### src/pkg/spindle_cmd_pkg.sv
`default_nettype none
package spindle_cmd_pkg;
  // Speeds are in rpm
  localparam logic [16:0] pulse_step_rpm = 17'd1000;
  localparam logic [16:0] speed_min_rpm = 17'd1000;
  localparam logic [16:0] speed_max_rpm = 17'd80000;
  localparam logic [16:0] air_cap_rpm = 17'd30000;
  localparam logic [16:0] analog_fs_lo_rpm = 17'd60000;
  localparam logic [16:0] analog_fs_hi_rpm = 17'd80000;
  localparam logic [16:0] motor_cap_rpm = 17'd80000;
  localparam int history_depth = 5;

  // APB register byte offsets
  localparam logic [7:0] cfg_off = 8'h00;
  localparam logic [7:0] fixed_off = 8'h04;
  localparam logic [7:0] max_off = 8'h08;
  localparam logic [7:0] point0_off = 8'h0c;
  localparam logic [7:0] panel_off = 8'h1c;
  localparam logic [7:0] status_off = 8'h20;
  localparam logic [7:0] cmd_off = 8'h24;
  localparam logic [7:0] err_push_off = 8'h28;
  localparam logic [7:0] hist0_off = 8'h2c;

  // Reset values
  localparam logic [16:0] fixed_rst = 17'd1000;
  localparam logic [16:0] max_rst = 17'd80000;
  localparam logic [16:0] point_rst = 17'd1000;
  localparam logic [16:0] pulse_rst = 17'd1000;
  localparam logic [7:0] hist_empty = 8'h00;

  typedef enum logic [1:0] {
    src_analog, src_pulse, src_point, src_resvd
  } ext_mode_t;

  typedef struct packed {
    logic auto_speed_source_param;
    logic fixed_speed_param;
    logic max_speed_param;
    ext_mode_t external_speed_mode_param;
    logic signal_start_mode_param;
    logic air_override_param;
    logic analog_scale_param;
    logic estop_enable_param;
  } cfg_t;

  localparam int cfg_w = 9;

  typedef struct packed {
    logic speed_count_pulse_in;
    logic speed_updown_in;
    logic speed_point_sel_lo;
    logic speed_point_sel_hi;
    logic start_in;
    logic dir_in;
    logic estop_chan_a;
    logic estop_chan_b;
  } pins_t;

  typedef struct packed {
    logic run;
    logic reverse;
    logic relay_closed;
    logic [16:0] speed_cmd;
  } motor_t;
endpackage : spindle_cmd_pkg
`default_nettype wire

### src/rtl/spindle_speed_command_select.sv
`timescale 1ns/1ps
`default_nettype none
module spindle_speed_command_select
  import spindle_cmd_pkg::*;
(
  // Clock and reset
  input wire logic pclk,
  input wire logic presetn,
  // APB slave
  input wire logic psel,
  input wire logic penable,
  input wire logic pwrite,
  input wire logic [7:0] paddr,
  input wire logic [31:0] pwdata,
  output logic [31:0] prdata,
  output logic pready,
  output logic pslverr,
  // Connector pins and analog sample
  input wire spindle_cmd_pkg::pins_t pins,
  input wire logic [11:0] speed_voltage_in,
  // Motor command and error display code
  output spindle_cmd_pkg::motor_t motor,
  output logic [7:0] display_code
);
  import spindle_cmd_pkg::*;

  // ----------------------------------------------------------
  // Helpers
  // ----------------------------------------------------------
  // Whole bus word compared, so large writes clamp instead of wrapping
  function automatic logic [16:0] clamp_rng(input logic [31:0] v);
    if (v < 32'(speed_min_rpm)) return speed_min_rpm;
    if (v > 32'(speed_max_rpm)) return speed_max_rpm;
    return v[16:0];
  endfunction : clamp_rng

  function automatic logic [16:0] min2(input logic [16:0] a,
                                       input logic [16:0] b);
    return (a < b) ? a : b;
  endfunction : min2

  // ----------------------------------------------------------
  // Pin synchronisers
  // ----------------------------------------------------------
  pins_t pins_s;
  pin_sync #(.width($bits(pins_t))) u_sync (
    .pclk(pclk),
    .presetn(presetn),
    .async_in(pins),
    .sync_out(pins_s)
  );

  // ----------------------------------------------------------
  // Registers
  // ----------------------------------------------------------
  cfg_t cfg_q;
  logic [16:0] fixed_q;
  logic [16:0] max_q;
  logic [16:0] point_q [4];
  logic [16:0] panel_q;
  logic panel_run_q;
  logic panel_rev_q;
  logic [16:0] pulse_q;
  logic pulse_prev_q;
  logic [7:0] hist_q [history_depth];
  logic [2:0] hist_cnt_q;
  logic error_view_q;
  logic [16:0] speed_d;
  logic [16:0] ext_speed;
  logic [16:0] analog_speed;
  logic [16:0] sel_speed;

  logic wr_en;
  logic addr_ok;
  assign wr_en = psel && penable && pwrite;

  always_comb begin
    addr_ok = (paddr[1:0] == 2'b00) &&
              (paddr <= hist0_off + 8'h10);
  end

  // Configuration, one write per access phase
  always_ff @(posedge pclk or negedge presetn) begin
    if (!presetn) begin
      cfg_q <= '0;
      fixed_q <= fixed_rst;
      max_q <= max_rst;
      panel_q <= point_rst;
      for (int i = 0; i < 4; i++) point_q[i] <= point_rst;
    end else if (wr_en) begin
      unique case (paddr)
        cfg_off: cfg_q <= cfg_t'(pwdata[cfg_w-1:0]);
        fixed_off: fixed_q <= clamp_rng(pwdata);
        max_off: max_q <= clamp_rng(pwdata);
        panel_off: panel_q <= clamp_rng(pwdata);
        default: begin
          for (int i = 0; i < 4; i++) begin
            if (paddr == point0_off + 8'(4 * i))
              point_q[i] <= clamp_rng(pwdata);
          end
        end
      endcase
    end
  end

  // Panel start/stop and history view command
  always_ff @(posedge pclk or negedge presetn) begin
    if (!presetn) begin
      panel_run_q <= 1'b0;
      panel_rev_q <= 1'b0;
      error_view_q <= 1'b0;
    end else if (wr_en && paddr == cmd_off) begin
      panel_run_q <= pwdata[0];
      panel_rev_q <= pwdata[1];
      error_view_q <= pwdata[2];
    end
  end

  // ----------------------------------------------------------
  // Pulse setpoint
  // ----------------------------------------------------------
  // Edge taken from synchronised pin, so glitches shorter than 1 clock can be lost
  logic pulse_edge;
  assign pulse_edge = pins_s.speed_count_pulse_in && !pulse_prev_q;

  always_ff @(posedge pclk or negedge presetn) begin
    if (!presetn) begin
      pulse_prev_q <= 1'b0;
      pulse_q <= pulse_rst;
    end else begin
      pulse_prev_q <= pins_s.speed_count_pulse_in;
      if (pulse_edge && cfg_q.external_speed_mode_param == src_pulse) begin
        if (pins_s.speed_updown_in) begin
          pulse_q <= (pulse_q > speed_max_rpm - pulse_step_rpm) ?
                     speed_max_rpm : pulse_q + pulse_step_rpm;
        end else begin
          pulse_q <= (pulse_q < speed_min_rpm + pulse_step_rpm) ?
                     speed_min_rpm : pulse_q - pulse_step_rpm;
        end
      end
    end
  end

  // ----------------------------------------------------------
  // Speed selection and limits
  // ----------------------------------------------------------
  always_comb begin
    logic [29:0] prod;
    prod = '0;
    prod = 30'(speed_voltage_in) *
      30'(cfg_q.analog_scale_param ? analog_fs_hi_rpm
                                   : analog_fs_lo_rpm);
    analog_speed = 17'(prod / 30'd4095);
  end

  assign sel_speed = point_q[{pins_s.speed_point_sel_hi,
                              pins_s.speed_point_sel_lo}];

  always_comb begin
    unique case (cfg_q.external_speed_mode_param)
      src_analog: ext_speed = analog_speed;
      src_pulse: ext_speed = pulse_q;
      src_point: ext_speed = sel_speed;
      src_resvd: ext_speed = analog_speed;
    endcase
  end

  always_comb begin
    speed_d = cfg_q.auto_speed_source_param ? panel_q : ext_speed;
    if (cfg_q.fixed_speed_param) speed_d = fixed_q;
    if (cfg_q.max_speed_param || cfg_q.fixed_speed_param)
      speed_d = min2(speed_d, max_q);
    if (cfg_q.air_override_param)
      speed_d = min2(speed_d, air_cap_rpm);
    speed_d = min2(speed_d, motor_cap_rpm);
  end

  // ----------------------------------------------------------
  // Start, direction and emergency stop
  // ----------------------------------------------------------
  logic estop_trip;
  assign estop_trip = cfg_q.estop_enable_param &&
    !pins_s.estop_chan_a && !pins_s.estop_chan_b;

  always_ff @(posedge pclk or negedge presetn) begin
    if (!presetn) begin
      motor <= '0;
    end else begin
      motor.speed_cmd <= speed_d;
      motor.relay_closed <= !estop_trip;
      if (estop_trip) begin
        motor.run <= 1'b0;
        motor.reverse <= 1'b0;
      end else if (cfg_q.signal_start_mode_param) begin
        motor.run <= pins_s.start_in;
        motor.reverse <= pins_s.dir_in;
      end else begin
        motor.run <= panel_run_q;
        motor.reverse <= panel_rev_q;
      end
    end
  end

  // ----------------------------------------------------------
  // Error history
  // ----------------------------------------------------------
  // No clear path: only reset empties it; the outside store reloads it
  logic hist_push;
  assign hist_push = wr_en && paddr == err_push_off &&
                     pwdata[7:0] != hist_empty;

  always_ff @(posedge pclk or negedge presetn) begin
    if (!presetn) begin
      for (int i = 0; i < history_depth; i++) hist_q[i] <= hist_empty;
      hist_cnt_q <= 3'd0;
    end else if (hist_push) begin
      hist_q[0] <= pwdata[7:0];
      for (int i = 1; i < history_depth; i++) hist_q[i] <= hist_q[i-1];
      if (hist_cnt_q < 3'(history_depth)) hist_cnt_q <= hist_cnt_q + 3'd1;
    end
  end

  always_ff @(posedge pclk or negedge presetn) begin
    if (!presetn) begin
      display_code <= hist_empty;
    end else begin
      display_code <= (error_view_q && hist_cnt_q == 3'd0) ?
                      8'h2d : hist_q[0];
    end
  end

  // ----------------------------------------------------------
  // APB read side
  // ----------------------------------------------------------
  // Every access answers at its first access cycle, no wait states
  always_ff @(posedge pclk or negedge presetn) begin
    if (!presetn) begin
      prdata <= '0;
      pready <= 1'b0;
      pslverr <= 1'b0;
    end else begin
      pready <= psel && !penable;
      pslverr <= psel && !penable && !addr_ok;
      prdata <= '0;
      if (psel && !penable && !pwrite) begin
        if (paddr == cfg_off) prdata <= 32'(cfg_q);
        else if (paddr == fixed_off) prdata <= 32'(fixed_q);
        else if (paddr == max_off) prdata <= 32'(max_q);
        else if (paddr == panel_off) prdata <= 32'(panel_q);
        else if (paddr == status_off) prdata <= 32'({hist_cnt_q,
          estop_trip, motor.run, motor.reverse, speed_d});
        else if (paddr == cmd_off) prdata <= 32'({error_view_q,
          panel_rev_q, panel_run_q});
        else begin
          for (int i = 0; i < 4; i++)
            if (paddr == point0_off + 8'(4 * i)) prdata <= 32'(point_q[i]);
          for (int i = 0; i < history_depth; i++)
            if (paddr == hist0_off + 8'(4 * i)) prdata <= 32'(hist_q[i]);
        end
      end
    end
  end

  // ----------------------------------------------------------
  // Checks
  // ----------------------------------------------------------
  a_estop_relay: assert property (
    @(posedge pclk) disable iff (!presetn)
    estop_trip |=> !motor.relay_closed && !motor.run)
    else $error("estop did not open relay");
  a_air_cap: assert property (
    @(posedge pclk) disable iff (!presetn)
    cfg_q.air_override_param |=> motor.speed_cmd <= air_cap_rpm)
    else $error("air cap exceeded");
  a_max_limit: assert property (
    @(posedge pclk) disable iff (!presetn)
    cfg_q.max_speed_param
      |=> motor.speed_cmd <= $past(max_q))
    else $error("max limit exceeded");
  a_fixed_hold: assert property (
    @(posedge pclk) disable iff (!presetn)
    cfg_q.fixed_speed_param && !cfg_q.air_override_param && fixed_q <= max_q
      |=> motor.speed_cmd == $past(fixed_q))
    else $error("fixed speed not held");
  a_pulse_step: assert property (
    @(posedge pclk) disable iff (!presetn)
    pulse_edge && cfg_q.external_speed_mode_param == src_pulse &&
    pins_s.speed_updown_in && pulse_q <= speed_max_rpm - pulse_step_rpm
      |=> pulse_q == $past(pulse_q) + pulse_step_rpm)
    else $error("pulse step wrong");
  a_pulse_range: assert property (
    @(posedge pclk) disable iff (!presetn)
    pulse_q >= speed_min_rpm && pulse_q <= speed_max_rpm)
    else $error("pulse setpoint out of range");
  a_hist_shift: assert property (
    @(posedge pclk) disable iff (!presetn)
    hist_push |=> hist_q[0] == $past(pwdata[7:0]) &&
      hist_q[1] == $past(hist_q[0]))
    else $error("history not shifted");
  a_start_pins: assert property (
    @(posedge pclk) disable iff (!presetn)
    cfg_q.signal_start_mode_param && !estop_trip
      |=> motor.run == $past(pins_s.start_in))
    else $error("start pin not followed");
  a_point_sel: assert property (
    @(posedge pclk) disable iff (!presetn)
    cfg_q.external_speed_mode_param == src_point && !cfg_q.fixed_speed_param
      && !cfg_q.max_speed_param && !cfg_q.air_override_param
      && !cfg_q.auto_speed_source_param
      |-> speed_d == sel_speed)
    else $error("speed point select wrong");
  a_pulse_down: assert property (
    @(posedge pclk) disable iff (!presetn)
    pulse_edge && cfg_q.external_speed_mode_param == src_pulse &&
    !pins_s.speed_updown_in && pulse_q >= speed_min_rpm + pulse_step_rpm
      |=> pulse_q == $past(pulse_q) - pulse_step_rpm)
    else $error("pulse down step wrong");
  a_reverse_pin: assert property (
    @(posedge pclk) disable iff (!presetn)
    cfg_q.signal_start_mode_param && !estop_trip
      |=> motor.reverse == $past(pins_s.dir_in))
    else $error("direction pin not followed");
  a_relay_restore: assert property (
    @(posedge pclk) disable iff (!presetn)
    !estop_trip |=> motor.relay_closed)
    else $error("relay open without stop");
  a_hist_dash: assert property (
    @(posedge pclk) disable iff (!presetn)
    error_view_q && hist_cnt_q == 3'd0 |=> display_code == 8'h2d)
    else $error("empty history not dashed");
  a_hist_count: assert property (
    @(posedge pclk) disable iff (!presetn)
    hist_cnt_q <= 3'(history_depth))
    else $error("history count over depth");
endmodule : spindle_speed_command_select
`default_nettype wire

### src/rtl/pin_sync.sv
`timescale 1ns/1ps
`default_nettype none
module pin_sync #(
  parameter int width = 8
) (
  input wire logic pclk,
  input wire logic presetn,
  input wire logic [width-1:0] async_in,
  output logic [width-1:0] sync_out
);
  logic [width-1:0] meta_q;
  // Stage one feeds stage two only
  always_ff @(posedge pclk or negedge presetn) begin
    if (!presetn) begin
      meta_q <= '0;
      sync_out <= '0;
    end else begin
      meta_q <= async_in;
      sync_out <= meta_q;
    end
  end
endmodule : pin_sync
`default_nettype wire

### config.mk
export PLATFORM = sky130hd
export DESIGN_NAME = spindle_speed_command_select
export DESIGN_NICKNAME = d
export VERILOG_FILES = /design/src/pkg/spindle_cmd_pkg.sv /design/src/rtl/spindle_speed_command_select.sv /design/src/rtl/pin_sync.sv
export SDC_FILE = /design/constraint.sdc
export NUM_CORES = 1
export LEC_CHECK = 0
export BUFFER_PORTS_ARGS = -buffer_cell sky130_fd_sc_hd__buf_2
export CAP_MARGIN = 25
export CORE_MARGIN = 2
export CORE_UTILIZATION = 32
export CTS_CLUSTER_DIAMETER = 150
export DETAILED_ROUTE_END_ITERATION = 6
export PLACE_DENSITY = 0.55
export SYNTH_ARGS = -nofsm -noshare
export SYNTH_HDL_FRONTEND = slang
export SYNTH_SLANG_ARGS = --single-unit
### constraint.sdc
create_clock -name pclk -period 27.6 [get_ports pclk]
set_input_delay 5.52 -clock pclk [delete_from_list [all_inputs] [get_ports pclk]]
set_output_delay 5.52 -clock pclk [all_outputs]
set_load 0.05 [all_outputs]
**Word level (Yosys, flattened, before mapping)**

Cells that the tools add are included.

- Bits in registers: 270
- Input bits: 65
- Output and inout bits: 62
- Word-level logic and storage cells: 204

- Add/subtract/negate cells: 3
- $mul: 1
- Divide/modulo/power cells: 1
- Order comparisons: 10
- Equality and inequality tests: 18
- Muxes and demuxes: 95
- Bitwise gates (word level): 2
- Reduce and logical (&&, ||, !) cells: 38

Operators with widths:

| cell | count |
|---|---|
| 2-to-1 mux 17 bit | 30 |
| 2-to-1 mux 32 bit | 15 |
| == test 8 x 6 -> 1 bit, second input constant | 8 |
| case mux 17 bit (3 select lines) | 1 |
| 2-to-1 mux 1 bit | 45 |
| binary-select mux 17 bit (select 2 bit) | 1 |
| == test 8 x 5 -> 1 bit, second input constant | 4 |
| > comparator 32 x 17 -> 1 bit, second input constant | 1 |
| less-than comparator 32 x 10 -> 1 bit, second input constant | 1 |
| divider 30 x 12 -> 30 bit, second input constant | 1 |
| multiplier 12 x 17 -> 29 bit | 1 |
| adder 17 x 10 -> 17 bit, second input constant | 1 |
| > comparator 17 bit, second input constant | 1 |
| less-than comparator 17 x 11 -> 1 bit, second input constant | 1 |
| less-than comparator 17 x 15 -> 1 bit, second input constant | 1 |
| less-than comparator 17 bit | 1 |
| less-than comparator 17 bit, second input constant | 1 |
| subtractor 17 x 10 -> 17 bit, second input constant | 1 |
| == test 8 x 4 -> 1 bit, second input constant | 2 |
| logical AND 1 bit | 14 |
| AND reduction 3 bit | 4 |
| AND reduction 2 bit | 5 |
| == test 8 x 3 -> 1 bit, second input constant | 1 |
| <= comparator 8 x 6 -> 1 bit, second input constant | 1 |
| 17 further kinds | 26 |

**Depth between registers and ports, before layout**

- Depth after elaboration: 21
- Depth in mapped cells: 112
- Gate-level depth less buffers: 95

**Cells and area by module**

From an unflattened synthesis, not the netlist that was laid out.

- Cell total of the unflattened synthesis: 2721
- Area, all modules: 23057.1 um2

Modules (own cells, without submodules):

| module | instances | cells an instance | area an instance (um2) | seq. area each (um2) |
|---|---|---|---|---|
| spindle_speed_command_select | 1 | 2705 | 22656.7 | 6114.6 |
| pin_sync | 1 | 16 | 400.4 | 400.4 |

**Least setup slack after synthesis**

OpenSTA, ideal clock, no wires.

- Path type: input-to-reg
- From: in speed_voltage_in[10]
- To: reg prdata[3]
- Library setup time: 0.084 ns
- Arrival time: 27.914 ns
- Required time: 27.516 ns
- Slack: -0.398 ns
- Cell stages on the path: 101
- Buffers on the path: 8
- Cell sequence: inv_1 > nor2_1 > xnor2_1 > and2_1 > ha_1 > inv_1 > fa_1 > inv_1 > fa_1 > fa_1 > inv_1 > fa_1 > inv_1 > ha_1 > clkbuf_1 > a21oi_1 > o211ai_1 > a211oi_1 > [65 not listed] > a21oi_1 > nor2b_1 > o21ai_0 > nand2b_1 > a21oi_1 > nor2b_1 > o21ai_0 > nand2_1 > a21o_1 > a211oi_1 > nor2_1 > o21ba_2 > o22ai_1 > or4_1 > and2_1 > buf_2 > or4_1 > a41oi_2

- Word-level cells in the longest chain between the ends: 19

Ends and longest elaborated chain:

| what | line | source |
|---|---|---|
| from (decl) | spindle_speed_command_select.sv:20 | `input wire logic [11:0] speed_voltage_in,` |
| multiplier 12 x 17 -> 29 bit * | spindle_speed_command_select.sv:150 | `prod = 30'(speed_voltage_in) *` |
| divider 30 x 12 -> 30 bit * | spindle_speed_command_select.sv:153 | `analog_speed = 17'(prod / 30'd4095);` |
| case mux 17 bit (3 select lines) * | spindle_speed_command_select.sv:160 | `unique case (cfg_q.external_speed_mode_param)` |
| 2-to-1 mux 17 bit * | spindle_speed_command_select.sv:169 | `speed_d = cfg_q.auto_speed_source_param ? panel_q : ext_speed;` |
| 2-to-1 mux 17 bit * | spindle_speed_command_select.sv:170 | `if (cfg_q.fixed_speed_param) speed_d = fixed_q;` |
| less-than comparator 17 bit | spindle_speed_command_select.sv:39 | `return (a < b) ? a : b;` |
| 2-to-1 mux 17 bit | spindle_speed_command_select.sv:39 |  |
| 2-to-1 mux 17 bit * | spindle_speed_command_select.sv:171 | `if (cfg_q.max_speed_param \|\| cfg_q.fixed_speed_param)` |
| [3 not listed] | -- |  |
| less-than comparator 17 bit | spindle_speed_command_select.sv:39 |  |
| 2-to-1 mux 17 bit * | spindle_speed_command_select.sv:39 |  |
| 2-to-1 mux 32 bit * | spindle_speed_command_select.sv:250 | `else if (paddr == status_off) prdata <= 32'({hist_cnt_q,` |
| 2-to-1 mux 32 bit * | spindle_speed_command_select.sv:249 | `else if (paddr == panel_off) prdata <= 32'(panel_q);` |
| 2-to-1 mux 32 bit * | spindle_speed_command_select.sv:248 | `else if (paddr == max_off) prdata <= 32'(max_q);` |
| 2-to-1 mux 32 bit * | spindle_speed_command_select.sv:247 | `else if (paddr == fixed_off) prdata <= 32'(fixed_q);` |
| 2-to-1 mux 32 bit * | spindle_speed_command_select.sv:246 | `if (paddr == cfg_off) prdata <= 32'(cfg_q);` |
| 2-to-1 mux 32 bit * | spindle_speed_command_select.sv:245 | `if (psel && !penable && !pwrite) begin` |
| to (signal assigned) | spindle_speed_command_select.sv:246 |  |
| to (signal assigned) | spindle_speed_command_select.sv:247 |  |
| to (signal assigned) | spindle_speed_command_select.sv:248 |  |
| to (decl) | spindle_speed_command_select.sv:15 | `output logic [31:0] prdata,` |

Every way passes the cells marked *; elsewhere a longest branch is shown, timed or not.
A chain may end at the register's enable or synchronous reset.

**Final worst setup path**

- From: in speed_voltage_in[5]
- To: reg prdata[6]

The elaborated chain is that of the path after synthesis.

==> out/qor.yml <==
multi_input_area_um2: 16380
setup_viol: 0
r2r_slack_ns: 5.28
yosysWarnings: 0
synth_top_area_share_pct: 22.69
drtIter0Drc: 1966
synthTopCellsByCount: "nand2_1, o21ai_0, dfrtp_1"
avgSynthCellArea_um2: 8.249
grt.total_usage_pct: 20.82
die_w_um: 273.7
dp_hpwl_um: 62170
cp.required_ns: 28.07
wire_per_inst_um: 19.56
htreeDepth: 1
status: "completed"
drc_errors: 0
row_count: 98
routabilityCongestion: 0.9616
cts_num_sinks: 258
vias: 22860
ys_async_sr_fraction_pct: 100.0
synthCells: 2821
fin_cells: 4105
grt_pass1_vias: 21690
holdPathEnd: "u_sync.sync_out[4]"
gr-total-overflow: 0
cts_tree: "yes"
fin_skew_ns: 0.03593
grt_max_degree: 118
ff_latch_area_um2: 6515
fillCellCount: 7292
crit_arrival_ns: 27.06
use_met3_pct: 3.009
start_util_pct: 32.44
rr_startpoint: "cfg_q[1]"
worstSetupStartpointType: "input port"
port_buffers: 117
first_pass_iters: 6
clockBufferDepth: 3
postPlaceCellArea_um2: 26540
ys_top_cells_by_area: "dfrtp_1, nand2_1, fa_1"
io_pins: 127
worst_slew_pin_slew_ns: 1.140
numCtsBuffers: 28
cp-end-kind: "register"
ys_seq_elements: 258
synth-edff-count: 0
grt.met1_usage_pct: 30.49
slew_viol_final: 0
syn_to_final_growth_pct: 22.29
antenna_found_initial: 3
dieArea_um2: 74890
holdPathStages: 0
r2r_cells: 94
clock_latency_ns: 0.58
fmax_mhz: 37.61
min_from: "u_sync.meta_q[4]"
vias_per_cell: 5.569
hold_viol_final: 0
cpPeakStageDelay_ns: 0.60
cp_common_cell: "inv_1"
cts_root_buf: "clkbuf_16"
synth_largest_area_cell: "dfrtp_1"
grt_pass1_wl_um: 125300
postRouteAntennaNets: 0
critical_path_class: "in2reg"
clk_pin_slew_ns: 0.07
synthFlopType: "dfrtp_1"
design_area_um2: 28460
wl_um: 80290
placedCellCount: 4026
min_path_type: "reg2reg"
busiest_layer: "met2"
slowest_stage: "or4_4"
maxSlewHeadroom_pct: 23.44
r2r-end: "prdata[6]"
syn_area_um2: 23270
synth.most_common_cell: "nand2_1"
gr-usage-met2_pct: 32.82
layout_worst_path_cycle_share_pct: 96.35
fin_crit_ns: 26.59
die_h_um: 273.7
core_area_um2: 71730
max_cap_violations: 0
drive_above_1_share_pct: 23.59
ys_seq_area_share_pct: 28.00
final_nets: 3370
path_max_fanout: 9
hold-worst-slack_ns: 0.3483
synth_cell_types: 128
-- stage by stage --
step	setup slack (ns)	setup TNS (ns)	util (%)
finish	1.009	0	39.67
global route	-0.1271	-0.8147	39.67
CTS	0.4376	0	38.23
detailed placement	-0.02748	-0.06403	36.99
global placement	0.06075	0	36.93
floorplan	0.01829	0	-
-- worst max path at each step --
stage | start | to | slack (ns) | cells past startpoint
final | speed_voltage_in[5] | prdata[6] | 1.01 | 94
after global routing | speed_voltage_in[10] | prdata[3] | -0.13 | 102
after CTS | speed_voltage_in[10] | prdata[15] | 0.44 | 96
after detailed placement | speed_voltage_in[10] | prdata[6] | -0.03 | 96
after global placement | speed_voltage_in[10] | prdata[13] | 0.06 | 100
after floorplan | speed_voltage_in[10] | prdata[3] | 0.02 | 103
-- state kept, by name (all words and copies together) (netlist names), 8 cells and up --
| signal | cells |
|---|---|
| display_code | 8 |
| cfg_q | 9 |
| u_sync.sync_out | 8 |
| max_q | 17 |
| prdata | 23 |
| u_sync.meta_q | 8 |
| pulse_q | 14 |
| fixed_q | 17 |
| motor | 20 |
| hist_q | 40 |
| point_q | 68 |
| panel_q | 17 |
-- cell usage in the layout, fill, tap and decap left out, drive strengths merged, types with 65 or more instances in the layout --
cell   count
nor2     196
nand2    442
a21oi    152
fa        69
dfrtp    211
nor3      65
nand3     75
buf      407
inv      153
o21ai    268
ha       102
-- critical path: cells and delay by family --
kind	cells	cell delay [ns]
XOR/XNOR	2	0.30
buffers and inverters	12	1.34
multiplexers	2	0.37
AO/OA/AOI/OAI	33	6.96
AND/OR/NAND/NOR	34	8.67
adder cells (fa/ha/maj)	11	3.84
-- logic make-up after synthesis --
| logic type | count (synthesis) | share of synthesized area (%) |
|---|---|---|
| simple gates | 1094 | 23.13 |
| compound gates | 864 | 25.51 |
| buf+inv | 296 | 5.183 |
| flops | 258 | 28.00 |
| fa+ha+maj | 173 | 11.51 |
| mux | 69 | 4.043 |
| xor+xnor | 65 | 2.602 |
| other cells | 2 | 0.03227 |
-- layout make-up --
class	instances	area share [%]
clock buffer	40	2.796
sequential	258	22.89
inverter	153	2.018
clock inverter	10	0.3342
antenna	1	0.008794
multi-input combinational	2286	57.55
timing repair buffer	407	10.22
tap	950	4.177
-- what timing repair did --
action	in CTS	in global routing
hold buffers	0	0
resized for setup	0	140
endpoints found under the setup margin	0	34
setup buffers	0	23
-- layer usage --
layer	part of all wire, %	vias up
met5	0	-
met4	1.7	0
met3	6.4	105
met2	45	707
met1	47	11110
li1	-	10940
Power is not shown: default switching activity piles up to over one toggle a cycle in this logic, so the estimate is an artifact.
